## config.mk

```make
export PLATFORM = sky130hd
export DESIGN_NAME = smc_supply_monitor_control
export DESIGN_NICKNAME = d
export VERILOG_FILES = /design/src/core/smc_pkg.sv /design/src/core/smc_supply_monitor_control.sv
export SDC_FILE = /design/constraint.sdc
export NUM_CORES = 1
export LEC_CHECK = 0
export BUFFER_PORTS_ARGS = -buffer_cell sky130_fd_sc_hd__buf_4
export CAP_MARGIN = 20
export CORE_AREA = 8 8 97 99
export DETAILED_ROUTE_END_ITERATION = 10
export DIE_AREA = 0 0 105 107
export PLACE_DENSITY = 0.61
export SETUP_SLACK_MARGIN = 0.4
export SYNTH_ARGS = -nofsm -noshare
export SYNTH_HDL_FRONTEND = slang
export SYNTH_SLANG_ARGS = --single-unit
```

## constraint.sdc

```tcl
create_clock -name sys_clk -period 1.9 [get_ports sys_clk]
set_clock_uncertainty 0.05 [all_clocks]
set_input_delay 0.38 -clock sys_clk [delete_from_list [all_inputs] [get_ports sys_clk]]
set_output_delay 0.38 -clock sys_clk [all_outputs]
set_load 0.005 [all_outputs]
```

## src/core/smc_pkg.sv

```systemverilog
`default_nettype none

package smc_pkg;

   // ----------------------------------------
   // register map (bit 8 is the upper bank)
   // ----------------------------------------
   localparam logic [8:0] ADDR_SUPPLY_MONITOR_CONFIG    = 9'h1E3;
   localparam logic [8:0] ADDR_SUPPLY_COMPARATOR_STATE  = 9'h1E4;
   localparam logic [8:0] ADDR_MONITOR_SLEEP_DUTY       = 9'h1EB;

   // ----------------------------------------
   // field positions and reset values
   // ----------------------------------------
   localparam int         RANGE_LSB      = 4;
   localparam int         TRIP_SEL_LSB   = 0;
   localparam int         DUTY_LSB       = 6;
   localparam int         LOW_FLAG_BIT   = 1;
   localparam int         PRECISE_BIT    = 0;
   localparam logic [1:0] RANGE_RESET    = 2'h0;
   localparam logic [2:0] TRIP_RESET     = 3'h0;
   localparam logic [1:0] DUTY_RESET     = 2'h0;
   localparam logic [7:0] READ_ZERO      = 8'h00;

   // ----------------------------------------
   // encodings
   // ----------------------------------------
   localparam logic [1:0] RANGE_2V7      = 2'h0;
   localparam logic [1:0] RANGE_3V       = 2'h1;
   localparam logic [1:0] RANGE_5V       = 2'h2;
   localparam logic [1:0] RANGE_REPORT   = 2'h3;
   localparam int         TRIP_VALID_BIT = 2;

   // on-time ratio: one period of every N slow-clock periods, each constant holds N - 1
   localparam logic [8:0] DUTY_N_00      = 9'h07F;
   localparam logic [8:0] DUTY_N_01      = 9'h1FF;
   localparam logic [8:0] DUTY_N_10      = 9'h01F;
   localparam logic [8:0] DUTY_N_11      = 9'h007;
   localparam logic [8:0] DUTY_CNT_ZERO  = 9'h000;
   localparam logic [8:0] DUTY_CNT_ONE   = 9'h001;

   // ----------------------------------------
   // types
   // ----------------------------------------
   typedef enum logic [1:0] {SMC_AWAKE, SMC_ASLEEP, SMC_WAKING} smc_phase_e;

   typedef struct packed {
      logic       wr;
      logic       rd;
      logic [8:0] addr;
      logic [7:0] wdata;
   } smc_io_req_s;

   typedef struct packed {
      logic [1:0] sync_precise;
      logic [1:0] sync_low;
      logic [1:0] sync_slow_clk;
      logic [1:0] sync_pd;
      logic       slow_clk_d;
      logic       pd_d;
      logic [1:0] reset_trip_range;
      logic [2:0] low_supply_trip_select;
      logic [1:0] sleep_duty;
      logic       precise_reset_comparator;
      logic       low_supply_flag;
      smc_phase_e phase;
      logic [8:0] duty_cnt;
      logic       monitor_on;
      logic       reset_request;
      logic [1:0] range_to_analog;
      logic [7:0] rdata;
   } smc_state_s;

endpackage : smc_pkg

`default_nettype wire

```

## src/core/smc_supply_monitor_control.sv

```systemverilog
// Function
// - reset trip range codes 00, 01, 10 pick the 2.7 V, 3 V and 5 V ranges.
// - range code 11 never resets but still reports the comparator, trip set to the 3 V range.
// - status bit 1 is one while the low-voltage comparator is tripped and the trip select is not a reserved code.
// - the three-bit trip select sets the low-voltage point; codes 000 to 011 are reserved.
// - status bit 0 is one while the precision comparator shows supply below the trip point.
// - the status register is read-only, shows live state while awake (duty-window samples in sleep, held while waking), and bits 7:2 read zero.
// - duty field bits 7:6 give on-time 1/128, 1/512, 1/32, 1/8 of slow-clock periods.
// - config resets to zero, bits 7:6 and 3 reserved, range in 5:4, select in 2:0.
// - during sleep the monitor runs at the reduced duty, trading latency for power.
// - one slow-clock rising edge after power-down release the comparators are sampled.
`timescale 1ns/1ps
`default_nettype none

module smc_supply_monitor_control
(
   // clock, reset, enable
   input  wire logic                 sys_clk,
   input  wire logic                 resetn,
   input  wire logic                 ce,
   // io register port, bit 8 of addr is the upper bank select
   input  wire smc_pkg::smc_io_req_s io_req,
   output logic [7:0]                io_rdata,
   // analog and sleep-logic pins, asynchronous
   input  wire logic                 precise_cmp,
   input  wire logic                 low_cmp,
   input  wire logic                 slow_clk,
   input  wire logic                 power_down,
   // controls to the analog monitor and the chip
   output logic [1:0]                range_sel,
   output logic [2:0]                trip_sel,
   output logic                      monitor_enable,
   output logic                      reset_request
);

   // ----------------------------------------
   // helpers
   // ----------------------------------------
   // last count of the duty cycle for a given field value
   function automatic logic [8:0] duty_last(input logic [1:0] code);
      unique case (code)
         2'h0: duty_last = smc_pkg::DUTY_N_00;
         2'h1: duty_last = smc_pkg::DUTY_N_01;
         2'h2: duty_last = smc_pkg::DUTY_N_10;
         2'h3: duty_last = smc_pkg::DUTY_N_11;
      endcase
   endfunction : duty_last

   function automatic logic hit(input smc_pkg::smc_io_req_s r, input logic [8:0] a);
      hit = (r.addr == a);
   endfunction : hit

   smc_pkg::smc_state_s s;
   smc_pkg::smc_state_s next_s;
   logic                slow_rise;
   logic                pd_fall;

   // ----------------------------------------
   // next state
   // ----------------------------------------
   always_comb
   begin
      next_s = s;
      slow_rise = s.sync_slow_clk[1] & ~s.slow_clk_d;
      pd_fall = ~s.sync_pd[1] & s.pd_d;

      // two-flop synchronisers; only stage 1 is read by logic
      next_s.sync_precise  = {s.sync_precise[0], precise_cmp};
      next_s.sync_low      = {s.sync_low[0], low_cmp};
      next_s.sync_slow_clk = {s.sync_slow_clk[0], slow_clk};
      next_s.sync_pd       = {s.sync_pd[0], power_down};
      next_s.slow_clk_d    = s.sync_slow_clk[1];
      next_s.pd_d          = s.sync_pd[1];

      // register writes; only documented fields store, reserved bits stay zero
      if (io_req.wr && hit(io_req, smc_pkg::ADDR_SUPPLY_MONITOR_CONFIG))
      begin
         next_s.reset_trip_range       = io_req.wdata[smc_pkg::RANGE_LSB +: 2];
         next_s.low_supply_trip_select = io_req.wdata[smc_pkg::TRIP_SEL_LSB +: 3];
      end
      if (io_req.wr && hit(io_req, smc_pkg::ADDR_MONITOR_SLEEP_DUTY))
         next_s.sleep_duty = io_req.wdata[smc_pkg::DUTY_LSB +: 2];

      // analog range: report mode trips at the 3 V range
      next_s.range_to_analog = (s.reset_trip_range == smc_pkg::RANGE_REPORT)
                               ? smc_pkg::RANGE_3V : s.reset_trip_range;

      // phase of the monitor around sleep
      unique case (s.phase)
         smc_pkg::SMC_AWAKE:
         begin
            next_s.monitor_on = 1'h1;
            next_s.duty_cnt   = smc_pkg::DUTY_CNT_ZERO;
            if (s.sync_pd[1])
               next_s.phase = smc_pkg::SMC_ASLEEP;
         end
         smc_pkg::SMC_ASLEEP:
         begin
            // one on-period per duty frame, longer frames save power but add latency
            if (slow_rise)
            begin
               next_s.duty_cnt = (s.duty_cnt >= duty_last(s.sleep_duty))
                                 ? smc_pkg::DUTY_CNT_ZERO
                                 : s.duty_cnt + smc_pkg::DUTY_CNT_ONE;
               next_s.monitor_on = (next_s.duty_cnt == smc_pkg::DUTY_CNT_ZERO);
            end
            if (pd_fall)
            begin
               next_s.phase      = smc_pkg::SMC_WAKING;
               next_s.monitor_on = 1'h1;
            end
         end
         smc_pkg::SMC_WAKING:
         begin
            // outputs settle until the next slow-clock rising edge
            if (slow_rise)
               next_s.phase = smc_pkg::SMC_AWAKE;
         end
      endcase

      // comparator capture: live when awake, duty window in sleep, settled on wake
      if ((s.phase == smc_pkg::SMC_AWAKE)
          || (s.phase == smc_pkg::SMC_ASLEEP && s.monitor_on && slow_rise)
          || (s.phase == smc_pkg::SMC_WAKING && slow_rise))
      begin
         next_s.precise_reset_comparator = s.sync_precise[1];
         // reserved select codes leave the low-supply flag clear
         next_s.low_supply_flag = s.sync_low[1]
                                  & s.low_supply_trip_select[smc_pkg::TRIP_VALID_BIT];
      end

      // reset request unless in report-only mode
      next_s.reset_request = s.precise_reset_comparator
                             & (s.reset_trip_range != smc_pkg::RANGE_REPORT);

      // read data; unmapped addresses and no read give zero
      next_s.rdata = smc_pkg::READ_ZERO;
      if (io_req.rd)
      begin
         if (hit(io_req, smc_pkg::ADDR_SUPPLY_MONITOR_CONFIG))
         begin
            next_s.rdata[smc_pkg::RANGE_LSB +: 2]    = s.reset_trip_range;
            next_s.rdata[smc_pkg::TRIP_SEL_LSB +: 3] = s.low_supply_trip_select;
         end
         else if (hit(io_req, smc_pkg::ADDR_SUPPLY_COMPARATOR_STATE))
         begin
            next_s.rdata[smc_pkg::LOW_FLAG_BIT] = s.low_supply_flag;
            next_s.rdata[smc_pkg::PRECISE_BIT]  = s.precise_reset_comparator;
         end
         else if (hit(io_req, smc_pkg::ADDR_MONITOR_SLEEP_DUTY))
            next_s.rdata[smc_pkg::DUTY_LSB +: 2] = s.sleep_duty;
      end
   end

   // ----------------------------------------
   // state register
   // ----------------------------------------
   // clear on reset except monitor_on, which resets to one; ce low freezes everything
   always_ff @(posedge sys_clk)
   begin
      if (!resetn)
      begin
         s                        <= '0;
         s.reset_trip_range       <= smc_pkg::RANGE_RESET;
         s.low_supply_trip_select <= smc_pkg::TRIP_RESET;
         s.sleep_duty             <= smc_pkg::DUTY_RESET;
         s.phase                  <= smc_pkg::SMC_AWAKE;
         s.monitor_on             <= 1'h1;
      end
      else if (ce)
         s <= next_s;
   end

   assign io_rdata       = s.rdata;
   assign range_sel      = s.range_to_analog;
   assign trip_sel       = s.low_supply_trip_select;
   assign monitor_enable = s.monitor_on;
   assign reset_request  = s.reset_request;

   // ----------------------------------------
   // checks
   // ----------------------------------------
   a_range_report_map: assert property (@(posedge sys_clk) disable iff (!resetn)
      ce && s.reset_trip_range == smc_pkg::RANGE_REPORT |=> range_sel == smc_pkg::RANGE_3V)
      else $error("report mode does not trip at 3 V range");

   a_range_passthru: assert property (@(posedge sys_clk) disable iff (!resetn)
      ce && s.reset_trip_range != smc_pkg::RANGE_REPORT |=> range_sel == $past(s.reset_trip_range))
      else $error("range select does not follow field");

   a_reset_hold: assert property (@(posedge sys_clk) disable iff (!resetn)
      ce && s.precise_reset_comparator && s.reset_trip_range != smc_pkg::RANGE_REPORT |=> reset_request)
      else $error("reset request missing");

   a_no_reset_report: assert property (@(posedge sys_clk) disable iff (!resetn)
      ce && s.reset_trip_range == smc_pkg::RANGE_REPORT |=> !reset_request)
      else $error("reset in report mode");

   a_status_reserved: assert property (@(posedge sys_clk) disable iff (!resetn)
      ce && io_req.rd && hit(io_req, smc_pkg::ADDR_SUPPLY_COMPARATOR_STATE)
      |=> io_rdata == {6'h00, $past(s.low_supply_flag), $past(s.precise_reset_comparator)})
      else $error("status read wrong");

   a_low_reserved: assert property (@(posedge sys_clk) disable iff (!resetn)
      !s.low_supply_trip_select[smc_pkg::TRIP_VALID_BIT] && $past(ce)
      && !$past(s.low_supply_trip_select[smc_pkg::TRIP_VALID_BIT]) |-> !s.low_supply_flag)
      else $error("low flag set with reserved select");

   a_awake_live: assert property (@(posedge sys_clk) disable iff (!resetn)
      ce && s.phase == smc_pkg::SMC_AWAKE |=> s.precise_reset_comparator == $past(s.sync_precise[1]))
      else $error("precise status not live");

   a_wake_sample: assert property (@(posedge sys_clk) disable iff (!resetn)
      ce && s.phase == smc_pkg::SMC_WAKING && slow_rise
      |=> s.phase == smc_pkg::SMC_AWAKE && s.precise_reset_comparator == $past(s.sync_precise[1]))
      else $error("wake sample missed");

   a_wake_freeze: assert property (@(posedge sys_clk) disable iff (!resetn)
      ce && s.phase == smc_pkg::SMC_WAKING && !slow_rise |=> $stable(s.precise_reset_comparator))
      else $error("status moved before settle edge");

   a_duty_wrap: assert property (@(posedge sys_clk) disable iff (!resetn)
      ce && s.phase == smc_pkg::SMC_ASLEEP && slow_rise && !pd_fall
      && s.duty_cnt >= duty_last(s.sleep_duty) |=> s.duty_cnt == smc_pkg::DUTY_CNT_ZERO && monitor_enable)
      else $error("duty frame did not wrap");

   a_config_write: assert property (@(posedge sys_clk) disable iff (!resetn)
      ce && io_req.wr && hit(io_req, smc_pkg::ADDR_SUPPLY_MONITOR_CONFIG)
      |=> s.reset_trip_range == $past(io_req.wdata[smc_pkg::RANGE_LSB +: 2])
          && trip_sel == $past(io_req.wdata[smc_pkg::TRIP_SEL_LSB +: 3]))
      else $error("config write lost");

endmodule : smc_supply_monitor_control

`default_nettype wire

```

## Yosys cells after proc, flatten, opt, wreduce, memory -nomap -nowiden

Index checks and enable logic that the tools add are counted.

| operators by class | value |
|---|---|
| bitwise operators | 6 |
| magnitude comparators | 1 |
| eq/ne operators | 15 |
| reductions and logical operators | 17 |
| multiplexer cells | 21 |
| add/subtract/negate cells | 1 |

Operator list:

| kind | count |
|---|---|
| 9-bit case mux with 4 select lines | 1 |
| 9-bit == test (second input constant) | 3 |
| 9-bit two-way mux | 3 |
| 2-bit two-way mux | 10 |
| 10-bit case mux with 2 select lines | 1 |
| 10-bit two-way mux | 1 |
| 2-bit inequality test (second input constant) | 5 |
| 9-bit by 1-bit adder with 9-bit output (second input constant) | 1 |
| 9-bit >= comparator | 1 |
| 9-bit zero test | 1 |
| 2-bit == test (second input constant) | 4 |
| 2-bit case mux with 3 select lines | 1 |
| 2-bit AND reduction | 3 |
| 3-bit AND reduction | 2 |
| 1-bit logical AND | 5 |
| 1-bit AND | 4 |
| 2-bit by 1-bit == test with 1-bit output (second input constant) | 2 |
| 2-bit zero test | 2 |
| 4-bit two-way mux | 1 |
| 4-bit AND reduction | 1 |
| 3-bit two-way mux | 1 |
| 3-bit inequality test (second input constant) | 1 |
| 1-bit logical OR | 2 |
| 1-bit two-way mux | 2 |
| other kinds (2) | 3 |

| word-level totals | value |
|---|---|
| bits in registers | 41 |
| bits of input ports | 26 |

## Logic depth before layout (Yosys ltp)

Gate-level depths: netlist (run 1).

| depth | value |
|---|---|
| word-level depth | 10 |
| mapped depth | 8 |
| gate-level depth less buffers | 7 |

## Least setup slack after synthesis (run 1)

OpenSTA, ideal clock, no wires.

| timing path | value |
|---|---|
| kind | reg-to-reg |
| from | register s[26] in the netlist's numbering |
| to | register s[18] in the netlist's numbering |
| stages on the path, launching flop included | 8 |
| arrival time | 1.787 ns |
| buffers on the path | 0 |
| slack | -0.032 ns |
| period minus slack after synthesis | 1.932 ns |
| library setup time | 0.095 ns |
| required time | 1.755 ns |
| cells stage by stage | dfxtp_1 -> and2_1 -> ha_1 -> a211oi_1 -> a2111oi_4 -> nor3_2 -> nand2_2 -> o311ai_1 |

| between the ends | value |
|---|---|
| cells in the longest elaborated chain, start to end | 8 |

RTL lines:

| item | line | source |
|---|---|---|
| start: declaration | smc_supply_monitor_control.sv:53 | `smc_pkg::smc_state_s s;` |
| start signal: assignment | smc_supply_monitor_control.sv:171 | `s <= next_s;` |
| 2-bit == test, or another cell as far along | smc_supply_monitor_control.sv:41 | `unique case (code)` |
| 9-bit case mux with 4 select lines (*) | smc_supply_monitor_control.sv:41 |  |
| 9-bit two-way mux (*) | smc_supply_monitor_control.sv:100 | `if (slow_rise)` |
| 9-bit two-way mux (*) | smc_supply_monitor_control.sv:89 | `unique case (s.phase)` |
| 9-bit >= comparator (*) | smc_supply_monitor_control.sv:102 | `next_s.duty_cnt = (s.duty_cnt >= duty_last(s.sleep_duty))` |
| 9-bit two-way mux (*) | smc_supply_monitor_control.sv:103 | `? smc_pkg::DUTY_CNT_ZERO` |
| 10-bit two-way mux (*) | smc_supply_monitor_control.sv:100 |  |
| 10-bit case mux with 2 select lines (*) | smc_supply_monitor_control.sv:89 |  |

Mark *: on every way between the ends. The rest lies on a longest branch, timed or not. The select of a mux whose other input is x is not followed.
A chain may end at the register's enable or synchronous reset.

## Worst setup path in the final report (run 1)

| timing path | value |
|---|---|
| from | register s[26] in the netlist's numbering |
| to | register s[15] in the netlist's numbering |

Same word-level chain as after synthesis.

==> results of run 1 <==
## power by group
group          internal (W)  leakage, nW  switching [W]
logic              0.000120        0.773       0.000116
registers          0.000875        0.334      0.0000130
clock network      0.000265       0.0447       0.000331
## routing by layer
layer  up-vias  wire, um
li1        975         -
met1       888      2350
met2        36      2660
met3         8       117
met4         0       114
met5         -         0
## Yosys cell counts, drive strengths merged (2+ instances only)
library cell  instances
nand2                12
clkbuf                6
o31ai                 5
o22ai                 2
mux2i                18
a31oi                 3
nor4                  4
and2                  3
and3                  6
a22o                  2
or3                   2
nor3                  6
nor3b                 2
buf                  20
a211oi                2
o211a                 2
inv                   9
a21boi                5
nor2b                33
o21ai                 7
nand2b                6
nor2                  5
a21oi                11
a2111oi               2
dfxtp                41
nand3                14
ha                    8
nand3b                3
## worst max path at each step
stage / start / cells past startpoint / slack [ns] / end
after detailed placement: s[26]$_SDFFE_PN0P_ / 7 / -0.05 / s[15]$_SDFFE_PN0P_
final: s[26]$_SDFFE_PN0P_ / 7 / -0.05 / s[15]$_SDFFE_PN0P_
after floorplan: s[26]$_SDFFE_PN0P_ / 7 / 0.13 / s[19]$_SDFFE_PN0P_
after CTS: s[26]$_SDFFE_PN0P_ / 7 / -0.06 / s[15]$_SDFFE_PN0P_
after global placement: s[26]$_SDFFE_PN0P_ / 7 / -0.02 / s[15]$_SDFFE_PN0P_
after global routing: s[26]$_SDFFE_PN0P_ / 7 / -0.21 / s[20]$_SDFFE_PN0P_
## sequential cells by signal, summed over array words and instances (netlist names)
signal / cells
io_rdata: 7
monitor_enable: 1
next_s: 6
range_sel: 2
reset_request: 1
s: 21
trip_sel: 3
## metrics by stage
step / util, % / instance area [um^2]
floorplan: - / 2390
global placement: 34.7 / 2750
detailed placement: 34.7 / 2750
CTS: 36.0 / 2860
global route: 36.7 / 2910
finish: 36.7 / 2910
## kinds of logic (layout without fill, tap and decap cells)
group	Yosys count	count (layout)
DFF	41	41
buffers and inverters	35	73
adders and majority gates	8	8
other	1	1
muxes	18	18
AOI/OAI and AO/OA	50	50
xor gates and xnor gates	1	1
and+or+nand+nor	102	102
## critical path: cells and delay by family (launching register included)
family	cells	cell delay, ns
AOI/OAI and AO/OA	3	0.75
DFF	1	0.37
adders and majority gates	1	0.17
and+or+nand+nor	3	0.52
## layout make-up
class / instances / area, um^2
Multi-Input combinational cell: 180 / 1400
Fill cell: 820 / 5010
Timing Repair Buffer: 56 / 420
Tap cell: 105 / 131
Clock inverter: 3 / 25.0
Inverter: 9 / 33.8
Sequential cell: 41 / 830
Clock buffer: 5 / 68.8
## repair_timing
item                       in CTS  in global routing
pin swaps                       6                  3
cloned                          0                  0
setup endpoints to repair      11                 13
hold buffers                    0                  0
buffers inserted                0                  1
resized for setup               2                  9
==> reports/metrics.yaml, run 1 <==
outcome: "finished, violations left"
violations: "setup timing"
insertion_delay_ns: 0.30
cts-root-buf: "clkbuf_8"
slowest_stage: "dfxtp_4"
grt.total_usage_pct: 9.52
synth-seq-cells: 41
critical_path_class: "reg -> reg"
r2r_start: "s[26]$_SDFFE_PN0P_"
die_height_um: 107
routedWlPerCell_um: 13.1
cp_cell_sequence: "and2_4, ha_4, a2111oi_4, a2111oi_4, nor3_2, nand2_2, o31ai_1"
drive_gt1_share_pct: 32.0
start_util_pct: 29.2
synth_top_family_by_area: "simple AND/OR/NAND/NOR gates"
synth_fa_ha_area_share_pct: 4.33
dpl.cell_count: 390
postSynthAreaPerCell_um2: 9.03
drt_iter0_markers: 108
clk_path_buf_depth: 2
reg2regPathDepth: 7
max-vdd-ir-drop_uv: 422
power_w: 0.00172
instances_no_fill: 399
gp_congestion: 0.782
cpPeakStageDelay_ns: 0.37
die-width_um: 105
firstDrtPassIters: 4
final-setup-viol-count: 8
use_met3_pct: 1.68
yosys.area.top_type: "dfxtp_1"
synth_async_sr_flop_share_pct: 0
fp.coreArea_um2: 7930
synth_area_leaders: "dfxtp_1 (35%), nor2b_1 (8.9%), mux2i_1 (7.8%)"
yosys_warnings: 0
rsz0062_at_grt: "true"
grt_pass1_vias: 1847
antenna_cells: 0
synth-seq-area-share_pct: 35.5
cp.required_ns: 2.05
syn_area_um2: 2310
worstMarginPinSlew_ns: 0.505
drv_cap: 0
leakage_nw: 1.15
synth_top_area_share_pct: 35.5
grt_max_degree: 27
hp-class: "in -> reg"
area_growth_pct: 26.0
layout_commonest_cell: "buf_4"
hold_path.startpoint: "low_cmp"
crit_top_cell: "a2111oi_4"
cp-end-kind: "register"
synth_edf_count: 0
cp.arrival_ns: 2.11
met2_usage_pct: 16.2
numCtsBuffers: 5
layout_min_cycle_time_ns: 1.95
top_usage_layer: "met2"
synthesis.nets: 290
ys_types: 51
ios: 41
viasPerCell: 4.78
yosys.area_share.xor_xnor_pct: 0.379
num_rows: 33
final_hold_viol_count: 0
r2r-end: "s[15]$_SDFFE_PN0P_"
final_cell_mix: "buf_4 (56), dfxtp_1 (36), nor2b_1 (33)"
gr-total-overflow: 0
synth_ff_type: "dfxtp_1"
final_nets: 327
grt_pass1_wl_mm: 8.85
die-area_um2: 11200
wl_mm: 5.24
cts_sinks: 41
min_to: "next_s[39]$_SDFFE_PN0P_"
cp_max_fo: 7
post-route-period-util_pct: 103
r2r_slack_ns: -0.05
htree_num_levels: 2
hold_depth: 3
drc: 0
start_kind: "register"
antenna_found_initial: 0
synthMuxAreaShare_pct: 7.79
synth_compound_area_share_pct: 16.9
drv_slew: 0
clk_pin_slew_worst_paths_ns: 0.09
powerDensity_nw_per_um2: 591
grt_use_met1_pct: 11.3
syn_inst: 256
numPortBuffers: 38
holdWs_ns: 0.281
finalWorstSetupSlack_ns: -0.0547
hpwl_mm: 4.01
fin_tns_setup_ns: -0.237
ant_nets: 0
maxSlewHeadroom_pct: 66.3
dp_slack_ns: -0.0509
vias: 1907
fmax_ghz: 0.512
cts_tree: "built"
synthSimpleGateAreaFrac_pct: 26.2
Power figures use the tool's default switching activity.
==> inputs of run 2 (changes only) <==
--- a/config.mk
+++ b/config.mk
@@ -5,11 +5,12 @@
 export SDC_FILE = /design/constraint.sdc
 export NUM_CORES = 1
 export LEC_CHECK = 0
+export ABC_AREA = 1
 export BUFFER_PORTS_ARGS = -buffer_cell sky130_fd_sc_hd__buf_4
 export CAP_MARGIN = 20
-export CORE_AREA = 8 8 97 99
+export CORE_AREA = 8 8 95 97
 export DETAILED_ROUTE_END_ITERATION = 10
-export DIE_AREA = 0 0 105 107
+export DIE_AREA = 0 0 103 105
 export PLACE_DENSITY = 0.61
 export SETUP_SLACK_MARGIN = 0.4
 export SYNTH_ARGS = -nofsm -noshare
==> reports/metrics.yaml, run 2 <==
num_rows: 32  # -3.0%
fp.coreArea_um2: 7530  # -5.1%
ant_nets: 0  # unchanged
final_nets: 386  # +18%
syn_inst: 318  # +24%
firstDrtPassIters: 4  # unchanged
numPortBuffers: 38  # unchanged
yosys.area.top_type: "dfxtp_1"
drt_iter0_markers: 73  # -32%
synth-seq-area-share_pct: 37.7  # +2.2 points
ys_types: 27  # -47%
worstMarginPinSlew_ns: 0.687  # +0.182 ns
final_cell_mix: "nand2_1 (55), buf_4 (48), dfxtp_1 (37)"
clk_pin_slew_worst_paths_ns: 0.09  # about the same
fillers: 852  # +3.9%
final_hold_viol_count: 0  # unchanged
synth_edf_count: 0  # unchanged
final-setup-viol-count: 0  # -8
min_to: "s[31]$_SDFFE_PN0P_"
die-area_um2: 10800  # -3.7%
critical_path_class: "reg -> reg"
rsz0062_at_grt: "true"
vias: 2055  # +7.8%
powerDensity_nw_per_um2: 625  # +5.8%
yosysMostFrequentCell: "nand2_1"
antenna_found_initial: 0  # unchanged
instances_no_fill: 455  # +14%
post-route-period-util_pct: 95.5  # -7.3 points
grt_pass1_wl_mm: 9.29  # +5.1%
max-vdd-ir-drop_uv: 308  # -27%
synth_top_area_share_pct: 37.7  # +2.2 points
die_height_um: 105  # -1.9%
cp_max_fo: 3  # -4
synth_area_leaders: "dfxtp_1 (38%), nand2_1 (10%), a21oi_1 (7.4%)"
synth_top_cells_by_count: "nand2_1 (60), dfxtp_1 (41), nor2_1 (37)"
grt_pass1_vias: 1995  # +8.0%
area_growth_pct: 30.2
layout_min_cycle_time_ns: 1.82  # -0.139 ns
start_util_pct: 28.9  # -0.23 points
drive_gt1_share_pct: 30.3  # -1.7 points
start_kind: "register"
die-width_um: 103  # -1.9%
synthesis.nets: 352  # +21%
cp.arrival_ns: 1.95  # -0.16 ns
synth-seq-cells: 41  # unchanged
gr-total-overflow: 0  # unchanged
fmax_ghz: 0.551  # +7.7%
largest_reg_flops: 21  # unchanged
cp.required_ns: 2.04  # about the same
ios: 41  # unchanged
hold_depth: 3  # unchanged
wl_mm: 5.58  # +6.5%
cts_sinks: 41  # unchanged
cp-end-kind: "register"
drv_slew: 0  # unchanged
maxSlewHeadroom_pct: 54.2  # -12 points
layout_commonest_cell: "nand2_1"
synthMuxAreaShare_pct: 0  # -7.8 points
top_register: "s"
leakage_nw: 1.22  # +5.7%
htree_num_levels: 2  # unchanged
r2r_slack_ns: 0.08  # +0.14 ns
drc: 0  # unchanged
r2r-end: "monitor_enable$_SDFFE_PN1P_"
hold_path.startpoint: "io_req[5]"
numCtsBuffers: 5  # unchanged
cts-root-buf: "clkbuf_8"
routedWlPerCell_um: 12.3  # -6.6%
hp-class: "in -> reg"
yosys.area_share.xor_xnor_pct: 0.804  # +0.43 points
insertion_delay_ns: 0.30  # about the same
grt.total_usage_pct: 10.5  # +0.96 points
syn_area_um2: 2180  # -5.8%
yosys_warnings: 0  # unchanged
r2r_start: "s[25]$_SDFFE_PN0P_"
synthSimpleGateAreaFrac_pct: 26.8  # +0.52 points
synth_top_family_by_area: "simple AND/OR/NAND/NOR gates"
hpwl_mm: 3.91  # -2.4%
antenna_cells: 0  # unchanged
viasPerCell: 4.52  # -5.5%
postSynthAreaPerCell_um2: 6.85  # -24%
clk_path_buf_depth: 2  # unchanged
grt_max_degree: 23  # -15%
cts_tree: "built"
synth_async_sr_flop_share_pct: 0  # unchanged
outcome: "completed"
gp_congestion: 0.773  # -1.2%
synth_ff_type: "dfxtp_1"
fin_tns_setup_ns: 0  # +0.237 ns
dpl.cell_count: 440  # +13%
synth_compound_area_share_pct: 15.8  # -1.1 points
reg2regPathDepth: 12  # +5
ctsHoldBuffers: 0  # unchanged
synth_fa_ha_area_share_pct: 4.60  # +0.27 points
drv_cap: 0  # unchanged
## run 2: changes by cell type in the layout (fill, tap and decap cells not counted), sizes merged, moves of 6 or more
cell	previous run	this run
nand2	12	63
buf	56	50
mux2i	18	0
a21oi	11	32
nand3	14	23
inv	10	39
nand4	1	7
clkinv	1	7
nor2b	33	0
nand2b	6	0
nor2	5	40
o21ai	7	25
and3	6	0
## run 2: per-layer routing
metal,global-route usage (%),wire length [um],vias up
met5,0,0,-
met4,3.31,43,0
met3,2.46,222,7
met2,17.6,2730,39
met1,12.8,2580,925
li1,-,-,1084
## run 2: worst max-delay path, cell delays in order (launching register included)
cell and delay (ns):
dfxtp_4 0.38, buf_6 0.10, nand2_4 0.06, ha_4 0.24, a21o_1 0.18, a21oi_4 0.19
nand2_4 0.10, a21oi_2 0.14, nor2_2 0.05, nand3_1 0.07, nand2_1 0.06, nand2_1 0.06
nand2_1 0.04
## run 2: area by class of cell
cell class / count / area, um^2 / area share [%]
inverters: 43 / 174 / 6.13
multi-input cells: 211 / 1230 / 43.4
clock inverters: 3 / 22.5 / 0.794
repair buffers: 50 / 383 / 13.5
clock buffers: 5 / 68.8 / 2.43
flip-flops and latches: 41 / 831 / 29.3
well taps: 102 / 128 / 4.50
## run 2: timing repair
action | in CTS | in global routing
gates resized for setup | 17 | 27
buffers inserted | 7 | 0
setup endpoints to repair | 10 | 18
pin swaps | 15 | 10
## run 2: power breakdown
group          total, W  internal [W]  leakage [nW]  switching [W]
Sequential     0.000910      0.000888         0.336      0.0000221
Combinational  0.000265      0.000109         0.834       0.000156
Clock          0.000597      0.000261        0.0481       0.000336
## run 2: logic make-up (layout without fill, tap and decap cells)
kind of cell             after synthesis  in the layout
XOR/XNOR                               2              2
buffers and inverters                 66            101
AO/OA/AOI/OAI                         64             64
adder cells (fa/ha/maj)                8              8
other                                  1              1
AND/OR/NAND/NOR                      136            136
flip-flops                            41             41
## run 2: metrics by stage
| step | setup slack (ns) | cell area (um^2) | total power [W] | hold WS, ns | util [%] |
|---|---|---|---|---|---|
| 4_1_cts | 0.141 | 2730 | 0.00177 | 0.244 | 36.3 |
| 3_3_place_gp | 0.0696 | 2520 | 0.00116 | 0.408 | 33.5 |
| 5_1_grt | -0.0513 | 2840 | 0.00187 | 0.248 | 37.7 |
| 2_1_floorplan | 0.237 | 2220 | 0.00107 | 0.391 | - |
| 6_report | 0.0846 | 2840 | 0.00177 | 0.250 | 37.7 |
| 3_5_place_dp | 0.0292 | 2520 | 0.00117 | 0.408 | 33.5 |
## run 2: how the worst max path moves through the flow
stage                                   from                          end
after CTS                 s[25]$_SDFFE_PN0P_  monitor_enable$_SDFFE_PN1P_
after floorplan           s[25]$_SDFFE_PN0P_  monitor_enable$_SDFFE_PN1P_
after global routing      s[25]$_SDFFE_PN0P_  monitor_enable$_SDFFE_PN1P_
after global placement    s[25]$_SDFFE_PN0P_  monitor_enable$_SDFFE_PN1P_
final                     s[25]$_SDFFE_PN0P_  monitor_enable$_SDFFE_PN1P_
after detailed placement  s[25]$_SDFFE_PN0P_  monitor_enable$_SDFFE_PN1P_
==> inputs of run 3 (changes only) <==
--- a/config.mk
+++ b/config.mk
@@ -11,7 +11,7 @@
 export CORE_AREA = 8 8 95 97
 export DETAILED_ROUTE_END_ITERATION = 10
 export DIE_AREA = 0 0 103 105
-export PLACE_DENSITY = 0.61
+export PLACE_DENSITY = 0.59
 export SETUP_SLACK_MARGIN = 0.4
 export SYNTH_ARGS = -nofsm -noshare
 export SYNTH_HDL_FRONTEND = slang
==> constraint.sdc (replaced) <==
create_clock -name sys_clk -period 2.1 [get_ports sys_clk]
set_clock_uncertainty 0.05 [all_clocks]
set_input_delay 0.42 -clock sys_clk [delete_from_list [all_inputs] [get_ports sys_clk]]
set_output_delay 0.42 -clock sys_clk [all_outputs]
set_load 0.005 [all_outputs]
==> reports/metrics.yaml, run 3 (same netlist as run 2, synthesis figures left out) <==
grt.total_usage_pct: 10.6  # +0.085 points
intPower_w: 0.00114  # -9.8%
routedWlPerCell_um: 12.1  # -1.1%
max-vdd-ir-drop_uv: 254  # -18%
fin_tns_setup_ns: 0  # unchanged
seqPwrFrac_pct: 51.5  # +0.2 points
cp_cell_sequence: "inv_4, nand2_4, ha_4, a21o_1, a21oi_4, nand2_4, inv_6, o31ai_2, nand3_1, nand2_1, nand2_1, nand2_1"
start_kind: "register"
vias: 2053  # -0.097%
fp.coreArea_um2: 7530  # unchanged
ios: 41  # unchanged
hpwl_mm: 3.94  # +0.75%
reg2regPathDepth: 12  # unchanged
drt_iter0_markers: 87  # +19%
numCtsBuffers: 5  # unchanged
placed_area_um2: 2480  # -1.4%
hold_depth: 3  # unchanged
clk_path_buf_depth: 2  # unchanged
switching_share_pct: 29.0  # about the same
final-setup-viol-count: 0  # unchanged
insertion_delay_ns: 0.31  # about the same
num_rows: 32  # unchanged
crit_top_cell: "nand2_1"
area_growth_pct: 28.7
drc: 0  # unchanged
grt_pass1_wl_mm: 9.09  # -2.2%
cp.required_ns: 2.25  # +0.21 ns
r2r_start: "s[26]$_SDFFE_PN0P_"
rsz0062_at_grt: "true"
dpl.cell_count: 440  # unchanged
hp-class: "in -> reg"
cp_max_fo: 6  # +3
layout_commonest_cell: "nand2_1"
hold_path.startpoint: "power_down"
slowest_stage: "dfxtp_4"
cp.arrival_ns: 1.88  # -0.07 ns
ctsHoldBuffers: 0  # unchanged
grt_max_degree: 23  # unchanged
switchingPower_w: 0.000464  # -9.7%
antenna_cells: 0  # unchanged
gp_congestion: 0.839  # +8.6%
cpPeakStageDelay_ns: 0.38  # about the same
maxSlewHeadroom_pct: 57.3  # +3.2 points
min_to: "next_s[35]$_SDFFE_PN0P_"
r2r-end: "monitor_enable$_SDFFE_PN1P_"
power.share.clock_pct: 34.5  # +0.8 points
instances_no_fill: 452  # -0.66%
htree_num_levels: 2  # unchanged
r2r_slack_ns: 0.37  # +0.28 ns
layout_min_cycle_time_ns: 1.73  # -0.0843 ns
ant_nets: 0  # unchanged
drive_gt1_share_pct: 29.1  # -1.2 points
outcome: "completed"
worstMarginPinSlew_ns: 0.639  # -0.0477 ns
firstDrtPassIters: 4  # unchanged
gr-total-overflow: 0  # unchanged
wl_mm: 5.48  # -1.7%
final_nets: 383  # -0.78%
clk_pin_slew_worst_paths_ns: 0.09  # about the same
die-width_um: 103  # unchanged
critical_path_class: "reg -> reg"
viasPerCell: 4.54  # +0.57%
final_hold_viol_count: 0  # unchanged
start_util_pct: 28.9  # unchanged
leakage_nw: 1.20  # -1.3%
drv_cap: 0  # unchanged
drv_slew: 0  # unchanged
combPwrFrac_pct: 14.0  # -1.0 points
top_register: "s"
die-area_um2: 10800  # unchanged
utilization_pct: 37.2  # -0.45 points
final_cell_mix: "nand2_1 (53), buf_4 (45), dfxtp_1 (37)"
die_height_um: 105  # unchanged
antenna_found_initial: 0  # unchanged
final_area_um2: 2800  # -1.2%
numPortBuffers: 38  # unchanged
post-route-period-util_pct: 82.4  # -13 points
largest_reg_flops: 21  # unchanged
cp-end-kind: "register"
cts_sinks: 41  # unchanged
cts_tree: "built"
grt_pass1_vias: 2018  # +1.2%
fmax_ghz: 0.578  # +4.9%
cts-root-buf: "clkbuf_8"
powerDensity_nw_per_um2: 571  # -8.7%
[run 3: worst max path at each step]
stage                             from                          end  slack [ns]  cells past startpoint
finish              s[26]$_SDFFE_PN0P_  monitor_enable$_SDFFE_PN1P_        0.37                     12
CTS                 s[26]$_SDFFE_PN0P_  monitor_enable$_SDFFE_PN1P_        0.35                     15
global route        s[26]$_SDFFE_PN0P_  monitor_enable$_SDFFE_PN1P_        0.23                     15
global placement    s[26]$_SDFFE_PN0P_  monitor_enable$_SDFFE_PN1P_        0.29                     12
floorplan           s[26]$_SDFFE_PN0P_  monitor_enable$_SDFFE_PN1P_        0.42                     13
detailed placement  s[25]$_SDFFE_PN0P_  monitor_enable$_SDFFE_PN1P_        0.26                     15
[run 3: timing repair]
item	CTS	global route
pin swaps	11	13
buffers inserted	3	1
endpoints found under the setup margin	7	10
gates resized for setup	25	22
[run 3: power groups by stage]
stage | registers, W | clock network, W | logic, W
2_1_floorplan | 0.000838 | 0 | 0.000133
3_3_place_gp | 0.000842 | 0 | 0.000206
3_5_place_dp | 0.000842 | 0 | 0.000211
4_1_cts | 0.000822 | 0.000575 | 0.000213
5_1_grt | 0.000828 | 0.000600 | 0.000258
6_report | 0.000824 | 0.000552 | 0.000224
[run 3: area by class of cell]
| class | count | area [um^2] |
|---|---|---|
| fillers | 860 | 4720 |
| multi-input cells | 211 | 1220 |
| flip-flops and latches | 41 | 831 |
| repair buffers | 47 | 360 |
| inverters | 43 | 174 |
| well taps | 102 | 128 |
| clock buffers | 5 | 68.8 |
| clock inverters | 3 | 25.0 |
[run 3: metrics by stage]
step,worst slack [ns],power (W),hold WS [ns]
5_1_grt,0.232,0.00169,0.293
3_5_place_dp,0.261,0.00105,0.410
6_report,0.369,0.00160,0.280
4_1_cts,0.351,0.00161,0.271
3_3_place_gp,0.294,0.00105,0.410
2_1_floorplan,0.416,0.000971,0.391
[run 3: metal layers]
metal | up-vias | wire length [um] | track usage, %
met5 | - | 0 | 0
met4 | 0 | 94 | 3.52
met3 | 8 | 266 | 3.85
met2 | 32 | 2770 | 18.2
met1 | 934 | 2350 | 11.6
li1 | 1079 | - | -
[run 3: critical path: cells and delay by family (launching register included)]
| kind | cells | cell delay, ns |
|---|---|---|
| simple gates | 6 | 0.39 |
| buf+inv | 2 | 0.14 |
| fa+ha+maj | 1 | 0.22 |
| compound gates | 3 | 0.43 |
| flops | 1 | 0.38 |
